--- src/logic/clock_defines.svh ---
// Register map, field positions, reset values and timing counts
`ifndef CLOCK_DEFINES_SVH
`define CLOCK_DEFINES_SVH
`define CTL1_OFS 8'h00
`define CTL2_OFS 8'h04
`define TRIM_OFS 8'h08
`define STAT_OFS 8'h0C
`define CTL3_OFS 8'h10
`define FINE_TRIM_OFS 8'h14
`define RST_OFS 8'h18
`define CTL1_RESET 8'h04
`define CTL2_RESET 8'h00
`define CTL3_RESET 8'h01
`define TRIM_RESET 8'h80
`define FINE_TRIM_RESET 1'b0
`define SRC_POS 6
`define REFERENCE_DIVIDER_POS 3
`define INTERNAL_REF_SELECT_BIT 2
`define IREN_BIT 1
`define IRSTOP_BIT 0
`define BUS_DIVIDER_POS 6
`define RANGE_BIT 5
`define HGO_BIT 4
`define LP_BIT 3
`define CRYSTAL_SELECT_BIT 2
`define EREN_BIT 1
`define ERSTOP_BIT 0
`define LOOP_SELECT_BIT 6
`define CME_BIT 5
`define MULT_POS 0
`define FLOCK_BIT 3
`define PLOCK_BIT 2
`define OSCRDY_BIT 1
`define IREFST_BIT 0
`define LOSS_BIT 0
`define CLK_NS 5
`define LOC_HIGH_NS 1000
`define LOC_LOW_NS 16000
`define LOC_HIGH_CYC (`LOC_HIGH_NS / `CLK_NS)
`define LOC_LOW_CYC (`LOC_LOW_NS / `CLK_NS)
`define OSC_EDGES 5'h10
`define LOCK_REFS 4'h8
`define INT_BASE 10'h040
`define FLL_EXT_TOP 4'h3
`define LOOP_MULT 9'h400
`endif

--- src/logic/clock_pkg.sv ---
// Clock mode type
package clock_pkg;
    typedef enum logic [2:0] {
        internal_engaged,
        external_engaged,
        internal_bypassed,
        external_bypassed,
        pll_engaged,
        pll_bypassed,
        low_power_internal,
        low_power_external
    } mode_type;
endpackage

--- src/logic/divider_if.sv ---
// Tick path between mode control and bus divider
`timescale 1ns/100ps
interface divider_if;
    logic tick_in;
    logic [3:0] divisor;
    logic tick_out;
    modport user (output tick_in, output divisor, input tick_out);
    modport divider (input tick_in, input divisor, output tick_out);
endinterface

--- src/logic/clock_source_mode_control.sv ---
// Clock source mode control with APB registers
// How it works
// RULE1 - Internal bypassed mode drives main clock from internal reference
// RULE2 - External bypassed mode drives main clock from external reference
// RULE3 - Source 10, internal select 0, loop select 0, low power 0: ext bypass
// RULE4 - Source 00, internal select 0, loop select 1: PLL engaged mode
// RULE5 - FLL bypassed modes: locked clock from FLL, PLL held off; with loop select set the code takes it from the idle PLL
// RULE6 - Bus divider change takes effect at once
// RULE7 - Low power bit turns unused loops off; cleared keeps the loop picked by loop select on, bar PLL in FLL bypassed modes
// RULE8 - Internal enable presents internal reference as aux clock
// RULE9 - Larger trim gives longer internal reference period
// RULE10 - Trim reaches main clock only in internal modes
// RULE11 - Trim values reset only by power-on reset
// RULE12 - Internal stop enable with enable keeps reference running in stop
// RULE13 - External enable presents aux clock; internal select blocks loops
// RULE14 - External reference kept in stop when enabled with stop enable, or in use
// RULE15 - Clock monitor flags loss and resets system below threshold
// RULE16 - Bus clock is half the main clock
// RULE17 - Engaged modes use loop ticks, bypass modes the reference tick without the reference divider
// RULE18 - Reset starts in internal engaged mode, divider field zero
// RULE19 - Second control register holds divider, range, gain, select, enable
// RULE20 - Oscillator ready flag set once crystal runs; software polls it
// RULE21 - Software avoids PLL modes below 1 MHz external clock
`timescale 1ns/100ps
`include "clock_defines.svh"
module clock_source_mode_control (
    input wire logic pclk,
    input wire logic presetn,
    input wire logic por_n,
    input wire logic psel,
    input wire logic penable,
    input wire logic pwrite,
    input wire logic [7:0] paddr,
    input wire logic [31:0] pwdata,
    output logic [31:0] prdata,
    output logic pready,
    output logic pslverr,
    input wire logic ext_ref_in,
    input wire logic stop_mode,
    output logic main_clock_out,
    output logic bus_clock_out,
    output logic locked_loop_clock,
    output logic aux_internal_clock,
    output logic aux_external_clock,
    output logic fll_enable,
    output logic pll_enable,
    output logic osc_enable,
    output logic osc_high_gain,
    output logic ext_to_loops,
    output logic system_reset_req
);
    logic [7:0] ctl1_q, ctl2_q, ctl3_q, trim_q, prdata_q, stat;
    logic fine_trim_q, pready_q, pslverr_q, loss_q, reset_req_q;
    clock_pkg::mode_type mode_q;
    logic ext_s1_q, ext_s2_q, ext_prev_q, ext_tick_q, ext_div_tick_q;
    logic [7:0] ext_div_cnt_q, rtop;
    logic [9:0] int_cnt_q, int_period;
    logic int_tick_q, int_run, ext_keep;
    logic [3:0] fll_cnt_q, pll_cnt_q, fll_top, pll_top;
    logic fll_tick_q, pll_tick_q, ref_tick, sel_tick;
    logic [3:0] fll_lock_q, pll_lock_q;
    logic fll_en_q, pll_en_q, osc_en_q, main_q, bus_q, llc_q;
    logic aux_int_q, aux_ext_q, to_loops_q;
    logic [4:0] osc_cnt_q;
    logic osc_rdy_q;
    logic [11:0] loc_cnt_q, loc_limit;
    logic loss_set, setup, acc, wr, fll_byp, lp, internal_ref_select, loop_select;
    divider_if dif ();

    function automatic clock_pkg::mode_type decode_mode(
        input logic [1:0] src, input logic ir, input logic pl,
        input logic low);
        clock_pkg::mode_type m;
        m = clock_pkg::internal_engaged;
        if (src == 2'b00) begin
            if (ir) m = clock_pkg::internal_engaged;
            else if (pl) m = clock_pkg::pll_engaged;
            else m = clock_pkg::external_engaged;
        end else if (src == 2'b01) begin
            if (low) m = clock_pkg::low_power_internal;
            else m = clock_pkg::internal_bypassed;
        end else if (src == 2'b10) begin
            if (low) m = clock_pkg::low_power_external;
            else if (pl) m = clock_pkg::pll_bypassed;
            else m = clock_pkg::external_bypassed;
        end
        return m;
    endfunction

    function automatic logic uses_ext(input clock_pkg::mode_type m);
        return m == clock_pkg::external_engaged
            || m == clock_pkg::external_bypassed
            || m == clock_pkg::pll_engaged
            || m == clock_pkg::pll_bypassed
            || m == clock_pkg::low_power_external;
    endfunction

    function automatic logic reg_hit(input logic [7:0] a);
        return a == `CTL1_OFS || a == `CTL2_OFS || a == `TRIM_OFS
            || a == `STAT_OFS || a == `CTL3_OFS || a == `FINE_TRIM_OFS
            || a == `RST_OFS;
    endfunction

    function automatic logic [3:0] lock_next(input logic en,
        input logic tick, input logic [3:0] cnt);
        if (!en) return 4'h0;
        if (tick && cnt != `LOCK_REFS) return cnt + 4'h1;
        return cnt;
    endfunction

    assign setup = psel & ~penable;
    assign acc = psel & penable & pready_q;
    assign wr = acc & pwrite & ~pslverr_q;
    assign lp = ctl2_q[`LP_BIT];
    assign internal_ref_select = ctl1_q[`INTERNAL_REF_SELECT_BIT];
    assign loop_select = ctl3_q[`LOOP_SELECT_BIT];
    assign fll_byp = mode_q == clock_pkg::internal_bypassed
        || mode_q == clock_pkg::external_bypassed;

    // APB handshake, one access cycle
    always_ff @(posedge pclk or negedge presetn) begin
        if (!presetn) begin
            pready_q <= 1'b0;
            pslverr_q <= 1'b0;
            prdata_q <= 8'h00;
        end else begin
            pready_q <= setup;
            if (setup) begin
                pslverr_q <= ~reg_hit(paddr);
                prdata_q <= 8'h00;
                unique case (paddr)
                    `CTL1_OFS: prdata_q <= ctl1_q;
                    `CTL2_OFS: prdata_q <= ctl2_q;
                    `TRIM_OFS: prdata_q <= trim_q;
                    `STAT_OFS: prdata_q <= stat;
                    `CTL3_OFS: prdata_q <= ctl3_q;
                    `FINE_TRIM_OFS: prdata_q <= {7'h00, fine_trim_q};
                    `RST_OFS: prdata_q <= {7'h00, loss_q};
                    default: prdata_q <= 8'h00;
                endcase
            end
        end
    end

    always_comb begin
        stat = 8'h00;
        stat[`FLOCK_BIT] = fll_lock_q == `LOCK_REFS;
        stat[`PLOCK_BIT] = pll_lock_q == `LOCK_REFS;
        // RULE20 - ready flag readable
        stat[`OSCRDY_BIT] = osc_rdy_q;
        stat[`IREFST_BIT] = internal_ref_select;
    end

    // RULE18 RULE19 - control reset and layout
    always_ff @(posedge pclk or negedge presetn) begin
        if (!presetn) begin
            ctl1_q <= `CTL1_RESET;
            ctl2_q <= `CTL2_RESET;
            ctl3_q <= `CTL3_RESET;
        end else if (wr) begin
            if (paddr == `CTL1_OFS) ctl1_q <= pwdata[7:0];
            if (paddr == `CTL2_OFS) ctl2_q <= pwdata[7:0];
            if (paddr == `CTL3_OFS) ctl3_q <= pwdata[7:0];
        end
    end

    // RULE11 - trim on power-on only
    always_ff @(posedge pclk or negedge por_n) begin
        if (!por_n) begin
            trim_q <= `TRIM_RESET;
            fine_trim_q <= `FINE_TRIM_RESET;
        end else if (wr) begin
            if (paddr == `TRIM_OFS) trim_q <= pwdata[7:0];
            if (paddr == `FINE_TRIM_OFS) fine_trim_q <= pwdata[0];
        end
    end

    // RULE3 RULE4 - mode decode
    always_ff @(posedge pclk or negedge presetn) begin
        if (!presetn) begin
            mode_q <= clock_pkg::internal_engaged;
        end else begin
            mode_q <= decode_mode(ctl1_q[`SRC_POS +: 2], internal_ref_select, loop_select, lp);
        end
    end

    // External pin synchroniser and edge
    always_ff @(posedge pclk or negedge presetn) begin
        if (!presetn) begin
            ext_s1_q <= 1'b0;
            ext_s2_q <= 1'b0;
            ext_prev_q <= 1'b0;
            ext_tick_q <= 1'b0;
        end else begin
            ext_s1_q <= ext_ref_in;
            ext_s2_q <= ext_s1_q;
            ext_prev_q <= ext_s2_q;
            ext_tick_q <= ext_s2_q & ~ext_prev_q;
        end
    end

    // RULE17 - reference divider on external ticks
    assign rtop = (8'h01 << ctl1_q[`REFERENCE_DIVIDER_POS +: 3]) - 8'h01;
    always_ff @(posedge pclk or negedge presetn) begin
        if (!presetn) begin
            ext_div_cnt_q <= 8'h00;
            ext_div_tick_q <= 1'b0;
        end else begin
            ext_div_tick_q <= 1'b0;
            if (ext_tick_q) begin
                if (ext_div_cnt_q >= rtop) begin
                    ext_div_cnt_q <= 8'h00;
                    ext_div_tick_q <= 1'b1;
                end else begin
                    ext_div_cnt_q <= ext_div_cnt_q + 8'h01;
                end
            end
        end
    end

    // RULE9 - trim stretches period
    assign int_period = `INT_BASE + {1'b0, trim_q, fine_trim_q};
    // RULE12 - internal reference in stop
    assign int_run = ~stop_mode
        | (ctl1_q[`IREN_BIT] & ctl1_q[`IRSTOP_BIT]);
    always_ff @(posedge pclk or negedge presetn) begin
        if (!presetn) begin
            int_cnt_q <= 10'h000;
            int_tick_q <= 1'b0;
        end else begin
            int_tick_q <= 1'b0;
            if (int_run) begin
                if (int_cnt_q >= int_period - 10'h001) begin
                    int_cnt_q <= 10'h000;
                    int_tick_q <= 1'b1;
                end else begin
                    int_cnt_q <= int_cnt_q + 10'h001;
                end
            end
        end
    end

    // RULE13 - external feeds loops only without internal select
    assign ref_tick = internal_ref_select ? int_tick_q : ext_div_tick_q;
    // RULE10 - trim reaches FLL only on internal reference
    assign fll_top = internal_ref_select ? int_period[9:6] : `FLL_EXT_TOP;
    assign pll_top = 4'hF - ctl3_q[`MULT_POS +: 4];

    // Loop tick generators and lock counters
    always_ff @(posedge pclk or negedge presetn) begin
        if (!presetn) begin
            fll_cnt_q <= 4'h0;
            pll_cnt_q <= 4'h0;
            fll_tick_q <= 1'b0;
            pll_tick_q <= 1'b0;
        end else begin
            fll_tick_q <= fll_en_q && fll_cnt_q >= fll_top;
            pll_tick_q <= pll_en_q && pll_cnt_q >= pll_top;
            if (!fll_en_q || fll_cnt_q >= fll_top) fll_cnt_q <= 4'h0;
            else fll_cnt_q <= fll_cnt_q + 4'h1;
            if (!pll_en_q || pll_cnt_q >= pll_top) pll_cnt_q <= 4'h0;
            else pll_cnt_q <= pll_cnt_q + 4'h1;
        end
    end

    always_ff @(posedge pclk or negedge presetn) begin
        if (!presetn) begin
            fll_lock_q <= 4'h0;
            pll_lock_q <= 4'h0;
        end else begin
            fll_lock_q <= lock_next(fll_en_q, ref_tick, fll_lock_q);
            pll_lock_q <= lock_next(pll_en_q, ref_tick, pll_lock_q);
        end
    end

    // RULE5 RULE7 - loop enables
    always_ff @(posedge pclk or negedge presetn) begin
        if (!presetn) begin
            fll_en_q <= 1'b1;
            pll_en_q <= 1'b0;
        end else begin
            fll_en_q <= ~stop_mode & ((~loop_select & ~lp)
                | mode_q == clock_pkg::internal_engaged
                | mode_q == clock_pkg::external_engaged);
            pll_en_q <= ~stop_mode & ((loop_select & ~lp & ~fll_byp)
                | mode_q == clock_pkg::pll_engaged);
        end
    end

    // RULE1 RULE2 RULE17 - main source select
    always_comb begin
        unique case (mode_q)
            clock_pkg::internal_engaged: sel_tick = fll_tick_q;
            clock_pkg::external_engaged: sel_tick = fll_tick_q;
            clock_pkg::pll_engaged: sel_tick = pll_tick_q;
            clock_pkg::internal_bypassed: sel_tick = int_tick_q;
            clock_pkg::low_power_internal: sel_tick = int_tick_q;
            clock_pkg::external_bypassed: sel_tick = ext_tick_q;
            clock_pkg::pll_bypassed: sel_tick = ext_tick_q;
            clock_pkg::low_power_external: sel_tick = ext_tick_q;
        endcase
    end

    assign dif.tick_in = sel_tick;
    // RULE6 - divisor straight from register
    assign dif.divisor = 4'h1 << ctl2_q[`BUS_DIVIDER_POS +: 2];
    tick_divider u_div (
        .pclk(pclk),
        .presetn(presetn),
        .dif(dif)
    );

    // RULE16 - bus toggles on main rise
    always_ff @(posedge pclk or negedge presetn) begin
        if (!presetn) begin
            main_q <= 1'b0;
            bus_q <= 1'b0;
        end else if (dif.tick_out) begin
            main_q <= ~main_q;
            if (!main_q) bus_q <= ~bus_q;
        end
    end

    // RULE5 RULE8 RULE13 - derived clocks
    always_ff @(posedge pclk or negedge presetn) begin
        if (!presetn) begin
            llc_q <= 1'b0;
            aux_int_q <= 1'b0;
            aux_ext_q <= 1'b0;
            to_loops_q <= 1'b0;
        end else begin
            if (loop_select ? pll_tick_q : fll_tick_q) llc_q <= ~llc_q;
            if (!ctl1_q[`IREN_BIT]) aux_int_q <= 1'b0;
            else if (int_tick_q) aux_int_q <= ~aux_int_q;
            aux_ext_q <= ctl2_q[`EREN_BIT] & ext_s2_q;
            to_loops_q <= ~internal_ref_select;
        end
    end

    // RULE14 - oscillator kept in stop
    assign ext_keep = (ctl2_q[`EREN_BIT] & ctl2_q[`ERSTOP_BIT])
        | uses_ext(mode_q);
    always_ff @(posedge pclk or negedge presetn) begin
        if (!presetn) begin
            osc_en_q <= 1'b0;
        end else begin
            osc_en_q <= (ctl2_q[`EREN_BIT] | uses_ext(mode_q))
                & (~stop_mode | ext_keep);
        end
    end

    // RULE20 - oscillator start count
    always_ff @(posedge pclk or negedge presetn) begin
        if (!presetn) begin
            osc_cnt_q <= 5'h00;
            osc_rdy_q <= 1'b0;
        end else if (!osc_en_q) begin
            osc_cnt_q <= 5'h00;
            osc_rdy_q <= 1'b0;
        end else begin
            if (ext_tick_q && osc_cnt_q != `OSC_EDGES)
                osc_cnt_q <= osc_cnt_q + 5'h01;
            osc_rdy_q <= osc_cnt_q == `OSC_EDGES;
        end
    end

    // RULE15 - clock monitor
    assign loc_limit = ctl2_q[`RANGE_BIT] ? 12'(`LOC_HIGH_CYC)
        : 12'(`LOC_LOW_CYC);
    assign loss_set = ctl3_q[`CME_BIT] && loc_cnt_q == loc_limit;
    always_ff @(posedge pclk or negedge presetn) begin
        if (!presetn) begin
            loc_cnt_q <= 12'h000;
            reset_req_q <= 1'b0;
            loss_q <= 1'b0;
        end else begin
            if (!ctl3_q[`CME_BIT] || ext_tick_q) loc_cnt_q <= 12'h000;
            else if (loc_cnt_q != 12'hFFF) loc_cnt_q <= loc_cnt_q + 12'h001;
            reset_req_q <= loss_set;
            loss_q <= loss_set | (loss_q & ~(wr && paddr == `RST_OFS
                && pwdata[`LOSS_BIT]));
        end
    end

    assign prdata = {24'h000000, prdata_q};
    assign pready = pready_q;
    assign pslverr = pslverr_q;
    assign main_clock_out = main_q;
    assign bus_clock_out = bus_q;
    assign locked_loop_clock = llc_q;
    assign aux_internal_clock = aux_int_q;
    assign aux_external_clock = aux_ext_q;
    assign fll_enable = fll_en_q;
    assign pll_enable = pll_en_q;
    assign osc_enable = osc_en_q;
    assign osc_high_gain = ctl2_q[`HGO_BIT];
    assign ext_to_loops = to_loops_q;
    assign system_reset_req = reset_req_q;
endmodule // clock_source_mode_control

--- src/logic/tick_divider.sv ---
// Bus divider on source ticks
`timescale 1ns/100ps
module tick_divider (
    input wire logic pclk,
    input wire logic presetn,
    divider_if.divider dif
);
    logic [3:0] cnt_q;
    logic tick_q;

    // RULE6 - live divisor compare
    always_ff @(posedge pclk or negedge presetn) begin
        if (!presetn) begin
            cnt_q <= 4'h0;
            tick_q <= 1'b0;
        end else begin
            tick_q <= 1'b0;
            if (dif.tick_in) begin
                if (cnt_q + 4'h1 >= dif.divisor) begin
                    cnt_q <= 4'h0;
                    tick_q <= 1'b1;
                end else begin
                    cnt_q <= cnt_q + 4'h1;
                end
            end
        end
    end

    assign dif.tick_out = tick_q;
endmodule // tick_divider
--- config.mk ---
export PLATFORM = sky130hd
export DESIGN_NAME = clock_source_mode_control
export DESIGN_NICKNAME = d
export VERILOG_FILES = /design/src/logic/clock_pkg.sv /design/src/logic/divider_if.sv /design/src/logic/clock_source_mode_control.sv /design/src/logic/tick_divider.sv
export VERILOG_INCLUDE_DIRS = /design/src /design/src/logic
export SDC_FILE = /design/constraint.sdc
export NUM_CORES = 1
export LEC_CHECK = 0
export BUFFER_PORTS_ARGS = -buffer_cell sky130_fd_sc_hd__buf_2
export CORE_MARGIN = 5
export CORE_UTILIZATION = 35
export DETAILED_ROUTE_END_ITERATION = 10
export PLACE_DENSITY = 0.54
export RECOVER_POWER = 25
export SLEW_MARGIN = 20
export SYNTH_ARGS = -nofsm -noshare
export SYNTH_HDL_FRONTEND = slang
export SYNTH_SLANG_ARGS = --single-unit
export TNS_END_PERCENT = 100
--- constraint.sdc ---
create_clock -name pclk -period 4.4 [get_ports pclk]
set_clock_uncertainty 0.05 [all_clocks]
set_input_delay 0.22 -clock pclk [delete_from_list [all_inputs] [get_ports pclk]]
set_output_delay 0.22 -clock pclk [all_outputs]
set_load 0.03 [all_outputs]
After elaboration in Yosys (flattened, before gate mapping)
Cells that the tools add are included.
{ "classes": {"addsub": 13, "n_lt_le_gt_ge": 5, "n_eq_ne": 27, "reduce_logical": 38, "bitwise_logic": 38, "mux": 44, "n_shift": 2} }
{ "op_table": {"columns": ["cell", "count"], "rows": [
  ["8-bit case mux with 7 select lines", 1],
  ["4-bit 2-to-1 mux", 12],
  ["12-bit 2-to-1 mux", 3],
  ["8-bit by 5-bit equality test with 1-bit output (second input constant)", 3],
  ["3-bit 2-to-1 mux", 8],
  ["4-bit by 1-bit adder with 4-bit output (second input constant)", 5],
  ["1-bit bitwise AND", 16],
  ["8-bit by 4-bit equality test with 1-bit output (second input constant)", 2],
  ["1-bit 2-to-1 mux", 15],
  ["1-bit logical OR", 14],
  ["1-bit NOT", 14],
  ["12-bit by 1-bit adder with 12-bit output (second input constant)", 1],
  ["12-bit equality test", 1],
  ["3-bit equality test (second input constant)", 4],
  ["4-bit greater-or-equal comparator", 3],
  ["12-bit != test (second input constant)", 1],
  ["2-bit AND reduction", 6],
  ["10-bit by 1-bit adder with 10-bit output (second input constant)", 1],
  ["7-bit by 9-bit adder with 10-bit output (first input constant)", 1],
  ["10-bit greater-or-equal comparator", 1],
  ["10-bit 2-to-1 mux", 1],
  ["5-bit 2-to-1 mux", 2],
  ["10-bit by 1-bit subtractor with 10-bit output (second input constant)", 1],
  ["8-bit by 1-bit adder with 8-bit output (second input constant)", 1],
  ["27 further kinds", 50]
]} }
{ "word_totals": {"output_inout_bits": 45, "word_cells": 206, "regBits": 122} }

Logic depth before layout (Yosys ltp)
Gate-level depths: netlist of the first run.
{ "depth": {"ltp_word": 9, "depth_mapped": 13, "mapped_depth_nobuf": 12} }

By module
Synthesis of the first run repeated with hierarchy kept, for this count alone.
{ "hier_totals": {"hier_cells": 660, "hier_area_um2": 6804.0} }
{ "by_module_without_submodules": {"columns": ["module", "cells_each", "area_each_um2", "instances"], "rows": [
  ["clock_source_mode_control", 627, 6451.2, 1],
  ["tick_divider", 33, 352.8, 1]
]} }

Worst setup path after synthesis of the first run
Ideal clock, no wire load.
{ "synth_timing": {"path_type": "register -> register", "from": "register trim_q[1]", "to": "register int_cnt_q[2]", "setup_ns": 0.143, "path_stages_with_launch": 11, "period_less_slack_ns": 2.595, "path_slack_ns": 1.805, "arrival_time_ns": 2.401, "n_path_buf": 0, "path_cell_list": "dfrtp_1 -> nor3_1 -> nor3b_2 -> and4bb_2 -> mux2i_1 -> a32oi_1 -> ha_1 -> a22oi_1 -> o211a_1 -> nor2_1 -> nor3_1"} }
{ "synth_via": {"elab_chain_cells": 4} }
{ "synth_lines": {"columns": ["item", "line_no", "text"], "rows": [
  ["start, declared", "clock_source_mode_control.sv:52", "logic [7:0] ctl1_q, ctl2_q, ctl3_q, trim_q, prdata_q, stat;"],
  ["start signal, assigned", "clock_source_mode_control.sv:170", "trim_q <= `TRIM_RESET;"],
  ["start signal, assigned", "clock_source_mode_control.sv:173", "if (paddr == `TRIM_OFS) trim_q <= pwdata[7:0];"],
  ["7-bit by 9-bit adder with 10-bit output (no source line)", null, null],
  ["10-bit by 1-bit subtractor with 10-bit output", "clock_source_mode_control.sv:233", "if (int_cnt_q >= int_period - 10'h001) begin"],
  ["10-bit greater-or-equal comparator", "clock_source_mode_control.sv:233", null],
  ["10-bit 2-to-1 mux", "clock_source_mode_control.sv:233", null],
  ["end signal, assigned", "clock_source_mode_control.sv:237", "int_cnt_q <= int_cnt_q + 10'h001;"],
  ["end, declared", "clock_source_mode_control.sv:57", "logic [9:0] int_cnt_q, int_period;"]
]} }
No other way between the ends.
A chain may end at the register's enable or synchronous reset.

Worst setup path after layout of the first run
{ "layout_timing": {"from": "register trim_q[0]", "to": "register int_cnt_q[2]"} }
Same word-level chain as after synthesis.

==> results of run 1 <==
-- per-stage QoR --
| step | std cells | power, mW | area, um2 |
|---|---|---|---|
| floorplan | 673 | 1.67 | 6880 |
| global placement | 947 | 1.79 | 7200 |
| detailed placement | 947 | 1.81 | 7200 |
| CTS | 983 | 3.23 | 7830 |
| global route | 983 | 3.36 | 7800 |
| finish | 983 | 3.18 | 7800 |
-- per-layer routing --
metal,up-vias,share of wire,GRT usage
li1,2364,-,-
met1,2349,0.47,0.184
met3,20,0.039,0.0374
met4,0,0.019,0.0499
met5,-,0,0
met2,80,0.47,0.234
-- kinds of logic (layout without fill, tap and decap cells) --
logic type               after synthesis  in the layout
other                                  2             25
flip-flops                           122            122
buffers and inverters                 71            116
AO/OA/AOI/OAI                         96             96
multiplexers                          48             48
AND/OR/NAND/NOR                      221            221
XOR/XNOR                              44             44
adder cells (fa/ha/maj)               46             46
-- worst max-delay path, delay by kind of cell (launching register included) --
kind | cells | cell delay (ns)
flops | 1 | 0.43
compound gates | 3 | 0.37
fa+ha+maj | 1 | 0.32
simple gates | 5 | 1.52
mux | 1 | 0.20
-- area by class of cell --
| cell class | instances | share of cell area |
|---|---|---|
| Clock buffer | 23 | 0.0600 |
| Clock inverter | 9 | 0.0157 |
| Inverter | 34 | 0.0164 |
| Multi-Input combinational cell | 480 | 0.441 |
| Sequential cell | 122 | 0.392 |
| Tap cell | 265 | 0.0425 |
| Timing Repair Buffer | 50 | 0.0324 |
-- flip-flops by register name (all words and copies together), names as in the netlist, 4 cells and up --
register and count:
ctl1_q 8, ctl2_q 8, u_div.cnt_q 4, ext_div_cnt_q 8, ctl3_q 8, trim_q 8, osc_cnt_q 5, int_cnt_q 10
fll_lock_q 4, pll_lock_q 4, loc_cnt_q 12, fll_cnt_q 4, pll_cnt_q 4, prdata_q 8
-- cell usage after synthesis, drive strengths merged (4+ instances only) --
master,number
a22oi,9
buf,29
nor3,15
dfstp,4
a21o,7
o22ai,7
xor2,21
a22o,7
o211ai,4
nand2b,15
nor2b,11
and3,4
ha,46
and4,5
o21ai,24
nand2,43
nand4,16
clkbuf,8
a21oi,15
dfrtp,118
nand3,25
inv,34
or3,4
xnor2,23
and2,11
mux2i,11
mux2,35
nor2,60
-- power groups by stage --
stage	combinational [mW]	clock (mW)	sequential, mW
floorplan	0.324	0	1.35
global placement	0.447	0	1.34
detailed placement	0.461	0	1.34
CTS	0.467	1.44	1.33
global route	0.534	1.49	1.35
finish	0.453	1.40	1.33
-- final timing paths --
check	from	end	slack, ns	cells past startpoint
worst max-delay path	trim_q[0]	int_cnt_q[2]	1.35	10
worst min-delay path	pwdata[6]	ctl3_q[6]	0.06	2
worst max register to register	trim_q[0]	int_cnt_q[2]	1.35	10
worst min register to register	ext_s1_q	ext_s2_q	0.30	0
max in group asynchronous	presetn	int_cnt_q[2]	2.11	3
min in group asynchronous	por_n	trim_q[5]	0.30	2
==> impl_metrics.json, run 1 <==
{
  "finalSetupTns_ns": 0,
  "grt_max_degree": 74,
  "status": "complete, but fails checks",
  "multi_input_comb_area_um2": 3440,
  "fin_crit_sh": 0.694,
  "whs_ns": 0.0577,
  "synthSimpleGateAreaFrac": 0.175,
  "cts_max_level": 4,
  "initial_core_util": 0.353,
  "internal_power_mw": 2.31,
  "grt.overflow.total": 0,
  "swShare": 0.274,
  "nets": 799,
  "required_ns": 4.61,
  "ys_ff_latch": 122,
  "cts_repair_resize_count": 0,
  "clock-sinks": 122,
  "crit_path_cell_trace": "nor3_1, nor3b_2, and4bb_2, mux2i_1, a32oi_1, ha_1, a22oi_1, o211a_1, nor2_1, nor3_1",
  "endpoint_kind": "flip-flop",
  "cpPeakStageDelay_ns": 0.52,
  "post-route-min-period_ns": 3.05,
  "drive_gt1_frac": 0.152,
  "peakVddDrop_mv": 0.165,
  "antenna_found_initial": 0,
  "ys_seq_area_frac": 0.450,
  "yosys.area_share.adder": 0.0847,
  "critPathLaunchType": "flip-flop",
  "die_w_um": 149,
  "area_delta_synth_final_pct": 14.8,
  "drc": 0,
  "setup-violations-final": 0,
  "most-common-layout-cells": "dfrtp_1 (118), nor2_1 (60), ha_1 (46)",
  "syn-instance-count": 650,
  "pre_cts_slack_ns": 1.31,
  "wire_per_inst_um": 15.4,
  "comb_power_share": 0.142,
  "min_path_type": "input pin to flip-flop",
  "vias": 4813,
  "violations": "capacitance limit, slew limit",
  "slew_headroom": -0.238,
  "syn_avg_cell_area_um2": 10.5,
  "port_buffers": 44,
  "root_buffer": "clkbuf_16",
  "clkTransAtPathRegs_ns": 0.05,
  "clock_latency_ns": 0.42,
  "finalHoldViolCount": 0,
  "io_pins": 93,
  "synth-main-ff-cell": "dfrtp_1",
  "drtAntennaViolNets": 0,
  "fmax_ghz": 0.327,
  "powerDensity_nw_per_um2": 408,
  "p_sw_mw": 0.871,
  "max-cap-violations": 1,
  "yosys.area_share.xor_xnor": 0.0567,
  "cellLeakagePower_nw": 3.60,
  "drtIter0Drc": 235,
  "synth_top_family_by_area": "simple AND/OR/NAND/NOR gates",
  "grt_pass1_vias": 4911,
  "cts_tree": "done",
  "ys_top_cells_by_area": "dfrtp_1 (43%), ha_1 (8.5%), mux2_2 (5.6%), nor2_1 (3.3%), xnor2_1 (3.0%)",
  "die_y_um": 149,
  "grt_pass1_wl_um": 25100,
  "synth_edf_count": 0,
  "routed_wl_um": 15100,
  "grt.total_usage": 0.143,
  "final_util": 0.405,
  "hpwl_um": 11200,
  "nFillCells": 1910,
  "cts_setup_buffers": 0,
  "core-area_um2": 19300,
  "arrival_ns": 3.27,
  "seq_power_share": 0.417,
  "critPathSlowestCell": "nor2_1",
  "rows": 51,
  "yosysTopAreaCell": "dfrtp_1",
  "ff_latch_area_um2": 3060,
  "die-area_um2": 22300,
  "synth_mux_area_frac": 0.0808,
  "critPathKind": "flip-flop to flip-flop",
  "final_common_cell": "dfrtp_1",
  "clkPwrFrac": 0.441,
  "cp_common_cell": "nor3_1",
  "setup_slack_ns": 1.35,
  "yosysWarnings": 0,
  "tightest_slew_ns": 1.86,
  "syn-cell-area_um2": 6800,
  "cts_buffers": 17,
  "cts.hold.buffers_added": 4,
  "cts.path.max_buffers": 2,
  "via_per_inst": 4.90,
  "synthDistinctLibCells": 61,
  "synth-async-reset-ratio": 1.00,
  "worstPathMaxFanout": 10,
  "insertedDiodeCount": 0,
  "place_congestion": 0.823,
  "timing.final.max_slew_violations": 74,
  "firstDrtPassIters": 6,
  "synth_compound_area_frac": 0.0963,
  "yosys.area.top_type_share": 0.434,
  "rsz0062_at_grt": "false"
}
Power figures use the tool's default switching activity.
==> run 2, diff against run 1 <==
clock period = 3 ns   (was 4.4 ns; I/O delays follow)
==> run 2 against run 1 <==
  * The flow now finishes without violations
  * First-iteration DRC count is 24% lower
  * Power is 52% higher
  * Global-route usage grew 0.20 points
  * Critical path type unchanged
  * Critical endpoint unchanged
  * Largest power group unchanged
==> impl_metrics.json, run 2 (synthesized netlist as in run 1, its figures left out) <==
{
  "finalHoldViolCount": 0,
  "rows": 51,
  "max-cap-violations": 0,
  "critPathKind": "flip-flop to flip-flop",
  "place_congestion": 0.834,
  "core-area_um2": 19300,
  "post-route-min-period_ns": 2.77,
  "drc": 0,
  "cp_num_buf_inv": 0,
  "min_path_type": "input pin to flip-flop",
  "grt_pass1_wl_um": 25700,
  "io_pins": 93,
  "critPathLaunchType": "flip-flop",
  "via_per_inst": 4.98,
  "grt.overflow.total": 0,
  "cts_setup_buffers": 0,
  "clkTransAtPathRegs_ns": 0.06,
  "finalSetupTns_ns": 0,
  "setup-violations-final": 0,
  "final_cells": 995,
  "tightest_slew_ns": 1.28,
  "pre_cts_slack_ns": 0.0394,
  "cts_max_level": 4,
  "cts_buffers": 17,
  "cts_tree": "done",
  "p_total_mw": 4.86,
  "drive_gt1_frac": 0.189,
  "port_buffers": 44,
  "die_w_um": 149,
  "worstPathMaxFanout": 10,
  "top_regs": "loc_cnt_q: 12 flops, int_cnt_q: 10 flops",
  "routed_wl_um": 15400,
  "rsz0062_at_grt": "false",
  "die-area_um2": 22300,
  "status": "complete, no violations",
  "grt_pass1_vias": 5045,
  "cellLeakagePower_nw": 3.74,
  "drtAntennaViolNets": 0,
  "hpwl_um": 11800,
  "final_common_cell": "dfrtp_1",
  "clock-sinks": 122,
  "cp_common_cell": "nor3_1",
  "cts.path.max_buffers": 2,
  "regMostFlops": "loc_cnt_q",
  "root_buffer": "clkbuf_16",
  "cpPeakStageDelay_ns": 0.42,
  "critPathSlowestCell": "dfrtp_1",
  "timing.final.max_slew_violations": 0,
  "insertedDiodeCount": 0,
  "arrival_ns": 3.06,
  "clock_latency_ns": 0.42,
  "dp_cells": 954,
  "antenna_found_initial": 0,
  "crit_path_cell_trace": "nor3_1, nor3b_2, and4bb_2, mux2i_1, a32oi_1, ha_1, o21a_1, o21ai_0, nor2_4, nor3_1",
  "vias": 4951,
  "required_ns": 3.28,
  "powerDensity_nw_per_um2": 607,
  "grt_max_degree": 51,
  "die_y_um": 149,
  "fin_crit_sh": 0.924,
  "largest_reg_flops": 12,
  "crit_family": "simple AND/OR/NAND/NOR gates",
  "endpoint_kind": "flip-flop",
  "grt.total_usage": 0.145,
  "peakVddDrop_mv": 0.322,
  "wire_per_inst_um": 15.5,
  "area_delta_synth_final_pct": 17.7,
  "firstDrtPassIters": 4,
  "initial_core_util": 0.353,
  "drtIter0Drc": 179,
  "most-common-layout-cells": "dfrtp_1 (118), nor2_1 (59), ha_1 (45)",
  "slew_headroom": 0.148,
  "nets": 811,
  "fmax_ghz": 0.361,
  "setup_slack_ns": 0.228
}
[run 2: cell types whose count changed in the layout (fill, tap and decap cells not counted), sizes merged]
cell,before,now
buf,27,51
clkinv,5,2
clkbuf,42,27
bufinv,3,4
dlygate4sd3,4,9
[run 2: per-stage QoR]
step | utilization | hold slack, ns | cell area (um2)
2_1_floorplan | - | -0.196 | 6880
3_3_place_gp | 0.376 | -0.0348 | 7250
3_5_place_dp | 0.376 | -0.0326 | 7250
4_1_cts | 0.414 | 0.0158 | 7990
5_1_grt | 0.415 | 0.0197 | 8000
6_report | 0.415 | 0.0271 | 8000
[run 2: path summary, 6_finish.rpt]
check | startpoint | endpoint | slack (ns) | cells after the start
max in group asynchronous | presetn | ctl3_q[0] | 1.26 | 3
min in group asynchronous | por_n | trim_q[0] | 0.22 | 2
setup / recovery | trim_q[0] | int_cnt_q[2] | 0.23 | 10
hold reg to reg | ext_s1_q | ext_s2_q | 0.30 | 0
hold / removal | pwdata[4] | ctl3_q[4] | 0.03 | 2
setup reg to reg | trim_q[0] | int_cnt_q[2] | 0.23 | 10
[run 2: layer usage]
layer	up-vias	track usage	wire length (um)
met3	25	0.0374	724
met4	0	0.0467	278
met2	105	0.243	7560
li1	2376	-	-
met1	2445	0.184	6860
met5	-	0	0
[run 2: where the power goes]
group / switching, mW / internal (mW)
Clock: 0.701 / 1.50
Sequential: 0.153 / 1.79
Combinational: 0.424 / 0.286
Total: 1.28 / 3.58
[run 2: area by class of cell]
class / count / area, um2
Clock inverter: 7 / 138
Clock buffer: 25 / 505
Tap cell: 265 / 332
Multi-Input combinational cell: 480 / 3460
Fill cell: 1855 / 11300
Timing Repair Buffer: 62 / 377
Sequential cell: 122 / 3060
Inverter: 34 / 128
[run 2: repair_timing]
| item | in CTS | in global routing |
|---|---|---|
| hold buffers | 9 | 0 |
| gates resized for setup | 0 | 4 |
| endpoints found under the setup margin | 0 | 14 |
| endpoints found under the hold margin | 76 | 0 |
[run 2: worst register-to-register path, delay by kind of cell, from the launching register on]
family	cells	cell delay [ns]
and+or+nand+nor	5	1.21
AOI/OAI and AO/OA	3	0.54
DFF	1	0.42
adders and majority gates	1	0.30
muxes	1	0.19
==> run 3, diff against run 2 <==
CORE_ASPECT_RATIO = 1.75   (was default)
==> run 3 against run 2 <==
  * Sequential power hardly changed
  * Clock power decreased by 16%
  * Via count up 0.20%
  * Final cell count shrank 2.3%
  * Power shrank 7.3%
  * Critical path depth grew 1
  * Sequential cell count stayed put
  * Routed wire length is 4.8% higher
  * Non-clock buffer count is 1 higher
  * Largest power group is now registers
==> impl_metrics.json, run 3 (synthesized netlist as in run 1, its figures left out) <==
{
  "wl_met2_um": 8970,
  "wl_met3_um": 665,
  "comb_power_share": 0.159,
  "drive_gt1_frac": 0.193,
  "initial_core_util": 0.356,
  "grt.total_usage": 0.150,
  "clock-sinks": 122,
  "root_buffer": "clkbuf_16",
  "grt_pass1_wl_um": 26400,
  "internal_power_mw": 3.21,
  "post-route-min-period_ns": 2.81,
  "fin_area_um2": 7870,
  "p_sw_mw": 1.29,
  "min_path_cells": 2,
  "cts_max_level": 4,
  "finalHoldViolCount": 0,
  "critPathLaunchType": "flip-flop",
  "endpoint_kind": "flip-flop",
  "critPathKind": "flip-flop to flip-flop",
  "cts_tree": "done",
  "most-common-layout-cells": "dfrtp_1 (118), nor2_1 (59), ha_1 (46)",
  "place_congestion": 0.851,
  "topRoutingLayerUsed": "met4",
  "core-area_um2": 19100,
  "tightest_slew_ns": 1.32,
  "swShare": 0.286,
  "io_pins": 93,
  "die-area_um2": 22400,
  "seq_power_share": 0.433,
  "drtAntennaViolNets": 0,
  "final_common_cell": "dfrtp_1",
  "whs_ns": 0.0386,
  "worstPathMaxFanout": 10,
  "finalSetupTns_ns": 0,
  "routed_wl_um": 16200,
  "antenna_found_initial": 0,
  "arrival_ns": 3.08,
  "clkTransAtPathRegs_ns": 0.06,
  "powerDensity_nw_per_um2": 572,
  "min_path_type": "input pin to flip-flop",
  "nets": 812,
  "status": "complete, no violations",
  "hpwl_um": 12400,
  "cts_buffers": 17,
  "pre_cts_slack_ns": 0.00658,
  "port_buffers": 44,
  "insertedDiodeCount": 0,
  "nFillCells": 1876,
  "required_ns": 3.27,
  "fmax_ghz": 0.356,
  "m1WireLength_um": 6000,
  "peakVddDrop_mv": 0.392,
  "via_per_inst": 5.10,
  "grt_max_degree": 64,
  "die_w_um": 115,
  "area_delta_synth_final_pct": 15.9,
  "drc": 0,
  "setup_slack_ns": 0.189,
  "rsz0062_at_grt": "false",
  "setup-violations-final": 0,
  "grt.overflow.total": 0,
  "rows": 67,
  "cellLeakagePower_nw": 3.72,
  "postPlaceCellArea_um2": 7240,
  "die_y_um": 194,
  "firstDrtPassIters": 4,
  "fin_crit_sh": 0.937,
  "regMostFlops": "loc_cnt_q",
  "slew_headroom": 0.120,
  "drtIter0Drc": 232,
  "clock_latency_ns": 0.41,
  "vias": 4961,
  "timing.final.max_slew_violations": 0,
  "clkPwrFrac": 0.408,
  "top_regs": "loc_cnt_q: 12 flops, int_cnt_q: 10 flops",
  "grt_pass1_vias": 5143,
  "cts.path.max_buffers": 2,
  "largest_reg_flops": 12,
  "max-cap-violations": 0,
  "reg2reg_depth": 11,
  "wire_per_inst_um": 16.6
}
-- run 3: critical path, stage by stage, from the launching register on --
cell,delay [ns]
dfrtp_1,0.42
nor3_2,0.26
nor3b_2,0.23
and4bb_2,0.27
mux2i_1,0.21
a32oi_1,0.13
ha_1,0.23
a211oi_1,0.29
o211a_1,0.22
nor2_2,0.04
buf_4,0.17
nor3_1,0.21
-- run 3: layer usage --
metal / global-route usage / vias up
met5: 0 / -
met4: 0.0696 / 0
met3: 0.0330 / 24
met2: 0.275 / 106
met1: 0.158 / 2458
li1: - / 2373
-- run 3: metrics by stage --
| step | total power [mW] | utilization | instances |
|---|---|---|---|
| CTS | 4.57 | 0.411 | 971 |
| global route | 4.75 | 0.412 | 972 |
| global placement | 2.65 | 0.379 | 931 |
| detailed placement | 2.69 | 0.379 | 931 |
| finish | 4.50 | 0.412 | 972 |
| floorplan | 2.45 | - | 673 |
-- run 3: path summary, 6_finish.rpt --
check	startpoint	to	slack (ns)
max in group asynchronous	presetn	fll_enable	1.36
max reg2reg	trim_q[0]	int_cnt_q[2]	0.19
max	trim_q[0]	int_cnt_q[2]	0.19
min	pwdata[0]	trim_q[0]	0.04
min in group asynchronous	por_n	trim_q[4]	0.22
min reg2reg	ext_s1_q	ext_s2_q	0.30
-- run 3: timing repair --
action	in CTS	in global routing
gates resized for setup	1	2
pin swaps	0	1
hold buffers	8	0
endpoints found under the setup margin	1	6
hold endpoints to repair	78	0
buffers inserted	0	1
-- run 3: area by class of cell --
class	instances	area (um2)	share of cell area
multi-input combinational	480	3460	0.439
clock buffer	24	492	0.0625
tap	241	302	0.0383
inverter	34	128	0.0162
clock inverter	8	43.8	0.00556
timing repair buffer	63	394	0.0501
sequential	122	3060	0.388
-- run 3: power by group through the flow --
stage | combinational (mW) | sequential, mW | clock [mW]
floorplan | 0.475 | 1.98 | 0
global placement | 0.679 | 1.97 | 0
detailed placement | 0.716 | 1.97 | 0
CTS | 0.729 | 1.95 | 1.89
global route | 0.823 | 1.97 | 1.96
finish | 0.715 | 1.95 | 1.84
